**src/pic_consts.svh**
```systemverilog
// register offsets, field layouts, reset values and counts of the priority interrupt controller
`ifndef PIC_CONSTS_SVH
`define PIC_CONSTS_SVH

`define PIC_ADR_CTRL_ONE     8'h00
`define PIC_ADR_FLAGS        8'h04
`define PIC_ADR_ENABLES      8'h08
`define PIC_ADR_PRIO_A       8'h0c
`define PIC_ADR_PRIO_B       8'h10
`define PIC_ADR_PRIO_C       8'h14
`define PIC_ADR_PENDING      8'h18
`define PIC_ADR_STATUS_LOW   8'h1c
`define PIC_ADR_TIMED_DIS    8'h20
`define PIC_ADR_EVT_STATUS   8'h24
`define PIC_ADR_EVT_CLEAR    8'h28
`define PIC_ADR_EVT_ENABLE   8'h2c

`define PIC_PRIO_A_RST       16'h4040
`define PIC_PRIO_A_MASK      16'h7070
`define PIC_PRIO_B_RST       16'h0444
`define PIC_PRIO_B_MASK      16'h0777
`define PIC_PRIO_C_RST       16'h4444
`define PIC_PRIO_C_MASK      16'h7777

`define PIC_CTRL_MASK        16'h800f
`define PIC_NEST_DIS_BIT     15
`define PIC_SRC_MASK         16'h01ff
`define PIC_TIMED_INTERRUPT_DISABLE_MASK        16'h3fff
`define PIC_EVT_MASK         16'h0007

`define PIC_N_SRC            9
`define PIC_N_TRAP           4
`define PIC_TRAP_LVL_BASE    4'h8
`define PIC_TRAP_VECTOR      7'h00
`define PIC_VEC_USER_BASE    7'h01
`define PIC_TIMED_INTERRUPT_DISABLE_TOP_PRIO    3'h6
`define PIC_STACK_DEPTH      16
`define PIC_TICK_DIV         2

`endif

```
**src/pic_top_fix_note.sv**
```systemverilog
// no logic lives here; the controller sits in the top and stack files
`default_nettype none
`default_nettype wire

```
**src/pic_pkg.sv**
```systemverilog
// types shared by the priority interrupt controller files
`default_nettype none
package pic_pkg;
  typedef struct packed {
    logic [23:0] pc;
    logic [7:0]  status_low_byte;
    logic [3:0]  level;
  } pic_frame_type;

  typedef struct packed {
    logic       req;
    logic [3:0] level;
    logic [6:0] vector;
  } pic_pend_type;

  typedef enum logic [1:0] {
    PIC_ST_IDLE = 2'b01,
    PIC_ST_POP  = 2'b10
  } pic_state_type;
endpackage
`default_nettype wire

```
**src/pic_top.sv**
```systemverilog
// priority interrupt controller with wishbone register slave and return stack
//
// Decided for this implementation: the Wishbone register port and the address map.
`include "pic_consts.svh"
`default_nettype none
module pic_top
  import pic_pkg::*;
#(
  parameter int STACK_DEPTH = `PIC_STACK_DEPTH,
  parameter int TICK_DIV    = `PIC_TICK_DIV
)
(
  // clock and reset
  input  wire logic        SYS_CLK_I,
  input  wire logic        RST_I,
  // wishbone slave
  input  wire logic        WB_CYC_I,
  input  wire logic        WB_STB_I,
  input  wire logic        WB_WE_I,
  input  wire logic [7:0]  WB_ADR_I,
  input  wire logic [3:0]  WB_SEL_I,
  input  wire logic [31:0] WB_DAT_I,
  output logic      [31:0] WB_DAT_O,
  output logic             WB_ACK_O,
  // interrupt sources
  input  wire logic [8:0]  SRC_EVENT_I,
  input  wire logic [3:0]  TRAP_EVENT_I,
  // cpu side
  input  wire logic        CPU_ACK_I,
  input  wire logic        CPU_RETURN_I,
  input  wire logic [23:0] CPU_PC_I,
  input  wire logic [7:0]  CPU_SRL_I,
  output logic             IRQ_REQ_O,
  output logic      [3:0]  NEW_LEVEL_O,
  output logic      [6:0]  VECTOR_O,
  output logic      [3:0]  CPU_LEVEL_O,
  output logic             RESTORE_VALID_O,
  output logic      [23:0] RESTORE_PC_O,
  output logic      [7:0]  RESTORE_SRL_O,
  // event interrupt
  output logic             IRQ_O
);
  localparam int AW  = $clog2(STACK_DEPTH);
  localparam int SPW = AW + 1;
  localparam int TW  = $clog2(TICK_DIV + 1);
  localparam logic [SPW-1:0] SP_FULL  = SPW'(STACK_DEPTH);
  localparam logic [TW-1:0]  TICK_TOP = TW'(TICK_DIV - 1);

  function automatic logic [15:0] wr16(input logic [15:0] old, input logic [31:0] dat,
                                       input logic [3:0] sel, input logic [15:0] mask);
    logic [15:0] v;
    v = old;
    if (sel[0])
    begin
      v[7:0] = dat[7:0];
    end
    if (sel[1])
    begin
      v[15:8] = dat[15:8];
    end
    return v & mask;
  endfunction

  // bus and register state
  logic          ack_q,     ack_d;
  logic [31:0]   dat_q,     dat_d;
  logic [15:0]   ctrl_q,    ctrl_d;
  logic [15:0]   flag_q,    flag_d;
  logic [15:0]   en_q,      en_d;
  logic [15:0]   prio_a_q,  prio_a_d;
  logic [15:0]   prio_b_q,  prio_b_d;
  logic [15:0]   prio_c_q,  prio_c_d;
  logic [15:0]   timed_interrupt_disable_q,    timed_interrupt_disable_d;
  logic [TW-1:0] tick_q,    tick_d;
  logic [15:0]   evt_en_q,  evt_en_d;
  logic          wb_req;
  logic          lvl_wr;
  // arbitration and cpu state
  pic_pend_type  pend_q,    pend_d;
  pic_state_type state_q,   state_d;
  logic [SPW-1:0] sp_q,     sp_d;
  logic [3:0]    level_q,   level_d;
  logic [15:0]   evt_q,     evt_d;
  logic          irq_q,     irq_d;
  logic          rst_v_q,   rst_v_d;
  logic [23:0]   rst_pc_q,  rst_pc_d;
  logic [7:0]    rst_srl_q, rst_srl_d;
  logic [2:0]    prio [`PIC_N_SRC];
  logic [2:0]    evt_set;
  logic          push, pop;
  pic_frame_type frame, popped;

  // field placement; sources 5-8 share prio_c_q, the other sources sit in prio_a_q and prio_b_q
  always_comb
  begin
    prio[0] = prio_a_q[14:12];
    prio[1] = prio_a_q[6:4];
    prio[2] = prio_b_q[10:8];
    prio[3] = prio_b_q[6:4];
    prio[4] = prio_b_q[2:0];
    prio[5] = prio_c_q[14:12];
    prio[6] = prio_c_q[10:8];
    prio[7] = prio_c_q[6:4];
    prio[8] = prio_c_q[2:0];
  end

  assign wb_req = WB_CYC_I & WB_STB_I & ~ack_q;
  assign lvl_wr = wb_req & WB_WE_I & WB_SEL_I[0] & (WB_ADR_I == `PIC_ADR_STATUS_LOW);

  always_comb
  begin
    ack_d    = wb_req;
    dat_d    = 32'h0000_0000;
    ctrl_d   = ctrl_q;
    flag_d   = flag_q;
    en_d     = en_q;
    prio_a_d = prio_a_q;
    prio_b_d = prio_b_q;
    prio_c_d = prio_c_q;
    timed_interrupt_disable_d   = timed_interrupt_disable_q;
    evt_en_d = evt_en_q;
    tick_d   = (tick_q == TICK_TOP) ? '0 : tick_q + TW'(1);
    if ((tick_q == TICK_TOP) && (timed_interrupt_disable_q != 16'h0000))
    begin
      timed_interrupt_disable_d = timed_interrupt_disable_q - 16'h0001;
    end
    if (wb_req && WB_WE_I)
    begin
      unique case (WB_ADR_I)
        `PIC_ADR_CTRL_ONE:   ctrl_d   = wr16(ctrl_q, WB_DAT_I, WB_SEL_I, `PIC_CTRL_MASK);
        `PIC_ADR_FLAGS:      flag_d   = wr16(flag_q, WB_DAT_I, WB_SEL_I, `PIC_SRC_MASK);
        `PIC_ADR_ENABLES:    en_d     = wr16(en_q, WB_DAT_I, WB_SEL_I, `PIC_SRC_MASK);
        `PIC_ADR_PRIO_A:     prio_a_d = wr16(prio_a_q, WB_DAT_I, WB_SEL_I, `PIC_PRIO_A_MASK);
        `PIC_ADR_PRIO_B:     prio_b_d = wr16(prio_b_q, WB_DAT_I, WB_SEL_I, `PIC_PRIO_B_MASK);
        `PIC_ADR_PRIO_C:     prio_c_d = wr16(prio_c_q, WB_DAT_I, WB_SEL_I, `PIC_PRIO_C_MASK);
        `PIC_ADR_TIMED_DIS:  timed_interrupt_disable_d   = wr16(timed_interrupt_disable_q, WB_DAT_I, WB_SEL_I, `PIC_TIMED_INTERRUPT_DISABLE_MASK);
        `PIC_ADR_EVT_ENABLE: evt_en_d = wr16(evt_en_q, WB_DAT_I, WB_SEL_I, `PIC_EVT_MASK);
        default:             dat_d    = 32'h0000_0000;
      endcase
    end
    else if (wb_req)
    begin
      unique case (WB_ADR_I)
        `PIC_ADR_CTRL_ONE:   dat_d = {16'h0000, ctrl_q};
        `PIC_ADR_FLAGS:      dat_d = {16'h0000, flag_q};
        `PIC_ADR_ENABLES:    dat_d = {16'h0000, en_q};
        `PIC_ADR_PRIO_A:     dat_d = {16'h0000, prio_a_q};
        `PIC_ADR_PRIO_B:     dat_d = {16'h0000, prio_b_q};
        `PIC_ADR_PRIO_C:     dat_d = {16'h0000, prio_c_q};
        `PIC_ADR_PENDING:    dat_d = {20'h00000, pend_q.level, 1'b0, pend_q.vector};
        `PIC_ADR_STATUS_LOW: dat_d = {24'h000000, 4'h0, level_q[2:0], 1'b0};
        `PIC_ADR_TIMED_DIS:  dat_d = {16'h0000, timed_interrupt_disable_q};
        `PIC_ADR_EVT_STATUS: dat_d = {16'h0000, evt_q};
        `PIC_ADR_EVT_ENABLE: dat_d = {16'h0000, evt_en_q};
        default:             dat_d = 32'h0000_0000;
      endcase
    end
    // a hardware set in the same cycle as a software clear wins
    flag_d[8:0] = flag_d[8:0] | SRC_EVENT_I;
    ctrl_d[3:0] = ctrl_d[3:0] | TRAP_EVENT_I;
  end

  always_ff @(posedge SYS_CLK_I or posedge RST_I)
  begin
    if (RST_I)
    begin
      ack_q    <= 1'b0;
      dat_q    <= 32'h0000_0000;
      ctrl_q   <= 16'h0000;
      flag_q   <= 16'h0000;
      en_q     <= 16'h0000;
      prio_a_q <= `PIC_PRIO_A_RST;
      prio_b_q <= `PIC_PRIO_B_RST;
      prio_c_q <= `PIC_PRIO_C_RST;
      timed_interrupt_disable_q   <= 16'h0000;
      tick_q   <= '0;
      evt_en_q <= 16'h0000;
    end
    else
    begin
      ack_q    <= ack_d;
      dat_q    <= dat_d;
      ctrl_q   <= ctrl_d;
      flag_q   <= flag_d;
      en_q     <= en_d;
      prio_a_q <= prio_a_d;
      prio_b_q <= prio_b_d;
      prio_c_q <= prio_c_d;
      timed_interrupt_disable_q   <= timed_interrupt_disable_d;
      tick_q   <= tick_d;
      evt_en_q <= evt_en_d;
    end
  end

  // arbitration: ties between equal user levels go to the lower source index
  always_comb
  begin
    logic [2:0] best;
    logic [3:0] tlvl;
    logic       ufound, tfound;
    logic [6:0] uvec;
    best   = 3'h0;
    tlvl   = 4'h0;
    ufound = 1'b0;
    tfound = 1'b0;
    uvec   = 7'h00;
    for (int i = 0; i < `PIC_N_SRC; i++)
    begin
      if (flag_q[i] && en_q[i] && (prio[i] != 3'h0) && (prio[i] > best) &&
          !((timed_interrupt_disable_q != 16'h0000) && (prio[i] <= `PIC_TIMED_INTERRUPT_DISABLE_TOP_PRIO)))
      begin
        best   = prio[i];
        ufound = 1'b1;
        uvec   = 7'(i) + `PIC_VEC_USER_BASE;
      end
    end
    if (ctrl_q[`PIC_NEST_DIS_BIT] && (sp_q != '0))
    begin
      ufound = 1'b0;
    end
    for (int k = 0; k < `PIC_N_TRAP; k++)
    begin
      if (ctrl_q[k])
      begin
        tlvl   = `PIC_TRAP_LVL_BASE + 4'(k);
        tfound = 1'b1;
      end
    end
    pend_d = '0;
    if (tfound && (tlvl > level_q))
    begin
      pend_d = '{req: 1'b1, level: tlvl, vector: `PIC_TRAP_VECTOR};
    end
    else if (ufound && ({1'b0, best} > level_q))
    begin
      pend_d = '{req: 1'b1, level: {1'b0, best}, vector: uvec};
    end
    // no request while an ack or a return is being handled
    pend_d.req = pend_d.req & ~CPU_ACK_I & ~CPU_RETURN_I & (state_q == PIC_ST_IDLE);
  end

  // cpu side: entry pushes a frame, return pops it and restores the level
  assign frame = '{pc: CPU_PC_I, status_low_byte: CPU_SRL_I, level: level_q};
  assign push  = CPU_ACK_I & pend_q.req & (sp_q != SP_FULL);
  assign pop   = CPU_RETURN_I & ~(CPU_ACK_I & pend_q.req) & (state_q == PIC_ST_IDLE)
                 & (sp_q != '0);

  always_comb
  begin
    state_d   = state_q;
    sp_d      = sp_q;
    level_d   = level_q;
    rst_v_d   = 1'b0;
    rst_pc_d  = rst_pc_q;
    rst_srl_d = rst_srl_q;
    evt_set   = 3'h0;
    unique case (state_q)
      PIC_ST_IDLE:
      begin
        if (CPU_ACK_I && pend_q.req)
        begin
          level_d = pend_q.level;
          evt_set = {~push, pend_q.level[3], ~pend_q.level[3]};
          if (push)
          begin
            sp_d = sp_q + SPW'(1);
          end
        end
        else if (CPU_RETURN_I)
        begin
          evt_set[2] = ~pop;
          if (pop)
          begin
            sp_d    = sp_q - SPW'(1);
            state_d = PIC_ST_POP;
          end
        end
        else if (lvl_wr)
        begin
          level_d = {level_q[3], WB_DAT_I[3:1]};
        end
      end
      PIC_ST_POP:
      begin
        level_d   = popped.level;
        rst_pc_d  = popped.pc;
        rst_srl_d = popped.status_low_byte;
        rst_v_d   = 1'b1;
        state_d   = PIC_ST_IDLE;
      end
      default:
      begin
        state_d = PIC_ST_IDLE;
      end
    endcase
    evt_d = evt_q | {13'h0000, evt_set};
    if (wb_req && WB_WE_I && WB_SEL_I[0] && (WB_ADR_I == `PIC_ADR_EVT_CLEAR))
    begin
      evt_d = (evt_q & ~(WB_DAT_I[15:0] & `PIC_EVT_MASK)) | {13'h0000, evt_set};
    end
    irq_d = |(evt_q & evt_en_q);
  end

  always_ff @(posedge SYS_CLK_I or posedge RST_I)
  begin
    if (RST_I)
    begin
      pend_q    <= '0;
      state_q   <= PIC_ST_IDLE;
      sp_q      <= '0;
      level_q   <= 4'h0;
      evt_q     <= 16'h0000;
      irq_q     <= 1'b0;
      rst_v_q   <= 1'b0;
      rst_pc_q  <= 24'h000000;
      rst_srl_q <= 8'h00;
    end
    else
    begin
      pend_q    <= pend_d;
      state_q   <= state_d;
      sp_q      <= sp_d;
      level_q   <= level_d;
      evt_q     <= evt_d;
      irq_q     <= irq_d;
      rst_v_q   <= rst_v_d;
      rst_pc_q  <= rst_pc_d;
      rst_srl_q <= rst_srl_d;
    end
  end

  pic_stack_mem #(.DEPTH(STACK_DEPTH), .AW(AW)) u_stack (
    .clk_i     (SYS_CLK_I),
    .rst_i     (RST_I),
    .wr_en_i   (push),
    .wr_addr_i (sp_q[AW-1:0]),
    .wr_data_i (frame),
    .rd_en_i   (pop),
    .rd_addr_i (sp_d[AW-1:0]),
    .rd_data_o (popped)
  );

  assign WB_ACK_O        = ack_q;
  assign WB_DAT_O        = dat_q;
  assign IRQ_REQ_O       = pend_q.req;
  assign NEW_LEVEL_O     = pend_q.level;
  assign VECTOR_O        = pend_q.vector;
  assign CPU_LEVEL_O     = level_q;
  assign RESTORE_VALID_O = rst_v_q;
  assign RESTORE_PC_O    = rst_pc_q;
  assign RESTORE_SRL_O   = rst_srl_q;
  assign IRQ_O           = irq_q;
endmodule
`default_nettype wire

```
**src/pic_stack_mem.sv**
```systemverilog
// return stack memory with registered read data
`default_nettype none
module pic_stack_mem
  import pic_pkg::*;
#(
  parameter int DEPTH = 16,
  parameter int AW    = 4
)
(
  // clock and reset
  input  wire logic          clk_i,
  input  wire logic          rst_i,
  // write port
  input  wire logic          wr_en_i,
  input  wire logic [AW-1:0] wr_addr_i,
  input  wire pic_frame_type wr_data_i,
  // read port
  input  wire logic          rd_en_i,
  input  wire logic [AW-1:0] rd_addr_i,
  output var  pic_frame_type rd_data_o
);
  pic_frame_type mem [DEPTH];
  pic_frame_type rd_q;

  always_ff @(posedge clk_i)
  begin
    if (wr_en_i)
    begin
      mem[wr_addr_i] <= wr_data_i;
    end
  end

  always_ff @(posedge clk_i or posedge rst_i)
  begin
    if (rst_i)
    begin
      rd_q <= '0;
    end
    else if (rd_en_i)
    begin
      rd_q <= mem[rd_addr_i];
    end
  end

  assign rd_data_o = rd_q;
endmodule
`default_nettype wire

```
**config.mk**
```make
export PLATFORM = sky130hd
export DESIGN_NAME = pic_top
export DESIGN_NICKNAME = d
export VERILOG_FILES = /design/src/pic_top_fix_note.sv /design/src/pic_pkg.sv /design/src/pic_top.sv /design/src/pic_stack_mem.sv
export VERILOG_INCLUDE_DIRS = /design/src
export SDC_FILE = /design/constraint.sdc
export NUM_CORES = 1
export LEC_CHECK = 0
export ABC_CLOCK_PERIOD_IN_PS = 18100
export BUFFER_PORTS_ARGS = -buffer_cell sky130_fd_sc_hd__buf_2
export CAP_MARGIN = 10
export CORE_MARGIN = 4
export CORE_UTILIZATION = 30
export CTS_CLUSTER_DIAMETER = 120
export DETAILED_ROUTE_END_ITERATION = 6
export GPL_TIMING_DRIVEN = 0
export PLACE_DENSITY_LB_ADDON = 0.05
export REMOVE_ABC_BUFFERS = 1
export SETUP_SLACK_MARGIN = 0.05
export SLEW_MARGIN = 40
export SYNTH_ARGS = -nofsm -noshare
export SYNTH_HDL_FRONTEND = slang
export SYNTH_SLANG_ARGS = --single-unit
```
**constraint.sdc**
```tcl
create_clock -name SYS_CLK_I -period 18.1 [get_ports SYS_CLK_I]
set_input_delay 0.905 -clock SYS_CLK_I [delete_from_list [all_inputs] [get_ports SYS_CLK_I]]
set_output_delay 0.905 -clock SYS_CLK_I [all_outputs]
set_load 0.05 [all_outputs]
```
==> run_results.csv <==
group,metric,value,unit
critical_path,rrSetupSlack,2320,ps
critical_path,crit_required,18680,ps
synth,synth_edf_count,576,
place,hpwlAfterDp,60500,um
clock_network,clock_sinks,757,
die,io_pins,179,
detailed_routing,wl,91000,um
power_and_ir_drop,swShare,31.5,%
critical_path,worst_setup_path_end_kind,"flip-flop",
timing,max_freq,63.4,MHz
clock_network,insertion_delay,660,ps
power_and_ir_drop,p_seq_share,35.4,%
synth,yosysUniqueCellTypes,84,
critical_path,worst_setup_path_start_kind,"flip-flop",
global_routing,antenna_found_initial,4,
timing,worst_clock_skew,17.0,ps
clock_network,clk_path_buf_depth,3,
layout,final_net_count,2276,
timing,finalSetupViolCount,0,
synth,synthCells,1910,
timing,period_needed,15780,ps
detailed_routing,drtIter0Drc,1330,
place,place_congestion,0.839,
power_and_ir_drop,pwr-share-clk,30.4,%
global_routing,grt_pass1_wl,133000,um
die,fp.dieW,332,um
power_and_ir_drop,p_sw,1870,uW
power_and_ir_drop,p_int,4070,uW
die,die_h,332,um
global_routing,grt_max_degree,66,
clock_network,cts_setup_buffers,0,
synth,ys_warn_count,0,
run,maxCapViolCount,0,
detailed_routing,drc,0,
clock_network,cts_buffers,89,
die,initial_core_util,30.3,%
synth,synth_top_flop_cell,"edfxtp_1",
timing,post-route-period-util,87.2,%
critical_path,worstRegToRegCells,68,
clock_network,cts_root_buf,"clkbuf_16",
layout,drive_gt1_share,31.2,%
layout,final-seq-area,21800,um2
place,numPortBuffers,141,
critical_path,max_stage_delay,750,ps
place,pre_cts_ws,2620,ps
detailed_routing,wl_per_cell,25.2,um
clock_network,cts_hold_buf,0,
power_and_ir_drop,ir_worst_vdd,0.0000718,V
layout,multi_input_area,9320,um2
layout,syn2layout_area_growth,20.6,%
min_path,min_path_type,"input pin to asynchronous set/reset pin",
die,row_count,118,
power_and_ir_drop,power_leakage,0.0136,uW
die,dieArea,111000,um2
timing,slew_headroom,45.6,%
layout,fill_cells,9816,
detailed_routing,vias,18000,
clock_network,tritoncts,"built",
synth,seq_area_frac_synth,69.1,%
critical_path,rr_startpoint,"timed_interrupt_disable_q[6]",
critical_path,cp.arrival,16360,ps
critical_path,cpMaxStageDelayCell,"nand4_1",
synth,syn_area_per_cell,16.5,um2
power_and_ir_drop,power_density,156,nW/um2
timing,grt_setup_unrepaired,"false",
clock_network,cts_resized,0,
global_routing,grt_overflow,0,
status,status,"finished clean",
timing,tightest_slew,814,ps
critical_path,critPathMaxFanout,11,
timing,maxSlewViolCount,0,
detailed_routing,ant_nets,0,
layout,final_util,36.6,%
clock_network,clk_pin_slew,60,ps
detailed_routing,first_pass_iters,6,
timing,worst_slack,2320,ps
global_routing,grt_pass1_vias,18800,
critical_path,path_common_cell,"ha_1",
die,core_area,104000,um2
synth,synth_area,31600,um2
power_and_ir_drop,p_comb_share,34.2,%
clock_network,htree_levels,3,
detailed_routing,vias_per_cell,4.99,
global_routing,track_usage,16.2,%
synth,async_flop_share,23.9,%
critical_path,r2r_end,"NEW_LEVEL_O[0]",
critical_path,worst-setup-path-type,"flip-flop to flip-flop",
synth,ys_seq_elements,757,
timing,final_hold_viol_count,0,
[Yosys cell counts (27+ instances only)]
cell type / instances / area (um2)
clkbuf_1: 59 / 221
nand2_1: 137 / 514
edfxtp_1: 576 / 17300
mux2i_1: 37 / 370
a21oi_1: 86 / 430
o21ai_0: 66 / 330
mux2_2: 111 / 1250
dfrtp_1: 171 / 4280
ha_1: 28 / 350
mux4_2: 144 / 3240
inv_1: 41 / 154
nor2_1: 108 / 405
nand3_1: 27 / 135
[layer usage]
metal  up-vias  global-route usage [%]  routed length (um)
met5         -                       0                   0
met4         0                    4.58                2540
met3       145                    2.93                3630
met2       413                    26.7               44000
met1      9455                    22.1               40800
li1       8000                       -                   -
[cells in the final DEF (no fill, tap or decap), types with 15 or more instances in the layout]
| master | n |
|---|---|
| nor3_1 | 15 |
| inv_1 | 40 |
| mux2_2 | 111 |
| a31oi_1 | 15 |
| nand3_1 | 27 |
| clkbuf_1 | 19 |
| clkbuf_16 | 90 |
| buf_2 | 141 |
| mux2i_1 | 37 |
| dfrtp_1 | 170 |
| mux4_2 | 144 |
| nand2_1 | 137 |
| nor2_1 | 100 |
| a21oi_1 | 86 |
| buf_12 | 20 |
| conb_1 | 19 |
| buf_4 | 32 |
| edfxtp_1 | 576 |
| clkinv_2 | 19 |
| a22oi_1 | 24 |
| and2_4 | 15 |
| buf_8 | 23 |
| o21ai_0 | 66 |
| ha_1 | 27 |
[state kept, by name (all words and copies together), names as in the netlist, 5 cells and up]
name and count:
sp_q 5, prio_b_q 9, flag_q 9, prio_c_q 12
WB_DAT_O 16, RESTORE_SRL_O 8, u_stack.mem 576, prio_a_q 6
ctrl_q 5, timed_interrupt_disable_q 16, u_stack.rd_data_o 36, RESTORE_PC_O 24
en_q 9
[through the flow]
step	power, uW	cell area, um2	hold slack [ps]	std cells	setup TNS [ps]
finish	5940	38100	218	3610	0
global route	6280	38100	204	3608	0
CTS	6070	38100	186	3608	0
detailed placement	4240	35100	451	3441	0
floorplan	3990	31200	425	1824	0
global placement	5000	33600	444	3345	-409570
[power by group through the flow]
stage                     logic, uW  registers, uW  clock network (uW)
after global routing           2220           2120                1940
after CTS                      2100           2110                1860
after global placement         2860           2140                   0
final                          2030           2110                1810
after floorplan                1760           2230                   0
after detailed placement       2090           2150                   0
[how the worst max path moves through the flow]
stage	cells after the start	endpoint	startpoint
after detailed placement	68	NEW_LEVEL_O[0]	timed_interrupt_disable_q[6]
after floorplan	12	u_stack.rd_data_o[0]	sp_q[0]
after global placement	9	u_stack.rd_data_o[17]	CPU_ACK_I
final	68	NEW_LEVEL_O[0]	timed_interrupt_disable_q[6]
after CTS	68	NEW_LEVEL_O[0]	timed_interrupt_disable_q[6]
after global routing	69	NEW_LEVEL_O[0]	timed_interrupt_disable_q[6]
[area by class of cell]
type	count	area share, %
clock buffers	122	6.57
inverters	41	0.424
well taps	1380	4.53
repair buffers	237	5.40
multi-input cells	1026	24.5
diodes	2	0.0131
clock inverters	45	1.28
flip-flops and latches	757	57.3
[logic make-up after synthesis]
kind of cell,Yosys count,share of synthesized area (%)
compound gates,295,6.20
xor+xnor,5,0.139
fa+ha+maj,30,1.17
buf+inv,145,2.02
flops,757,69.1
mux,294,15.5
other cells,1,0.0119
simple gates,383,5.83
[worst max-delay path: cells and delay by family (launching register included)]
kind	cells	cell delay, ps
AND/OR/NAND/NOR	21	4710
multiplexers	3	1150
adder cells (fa/ha/maj)	10	2770
AO/OA/AOI/OAI	28	6040
buffers and inverters	6	510
flip-flops	1	510
Power figures use the tool's default switching activity.
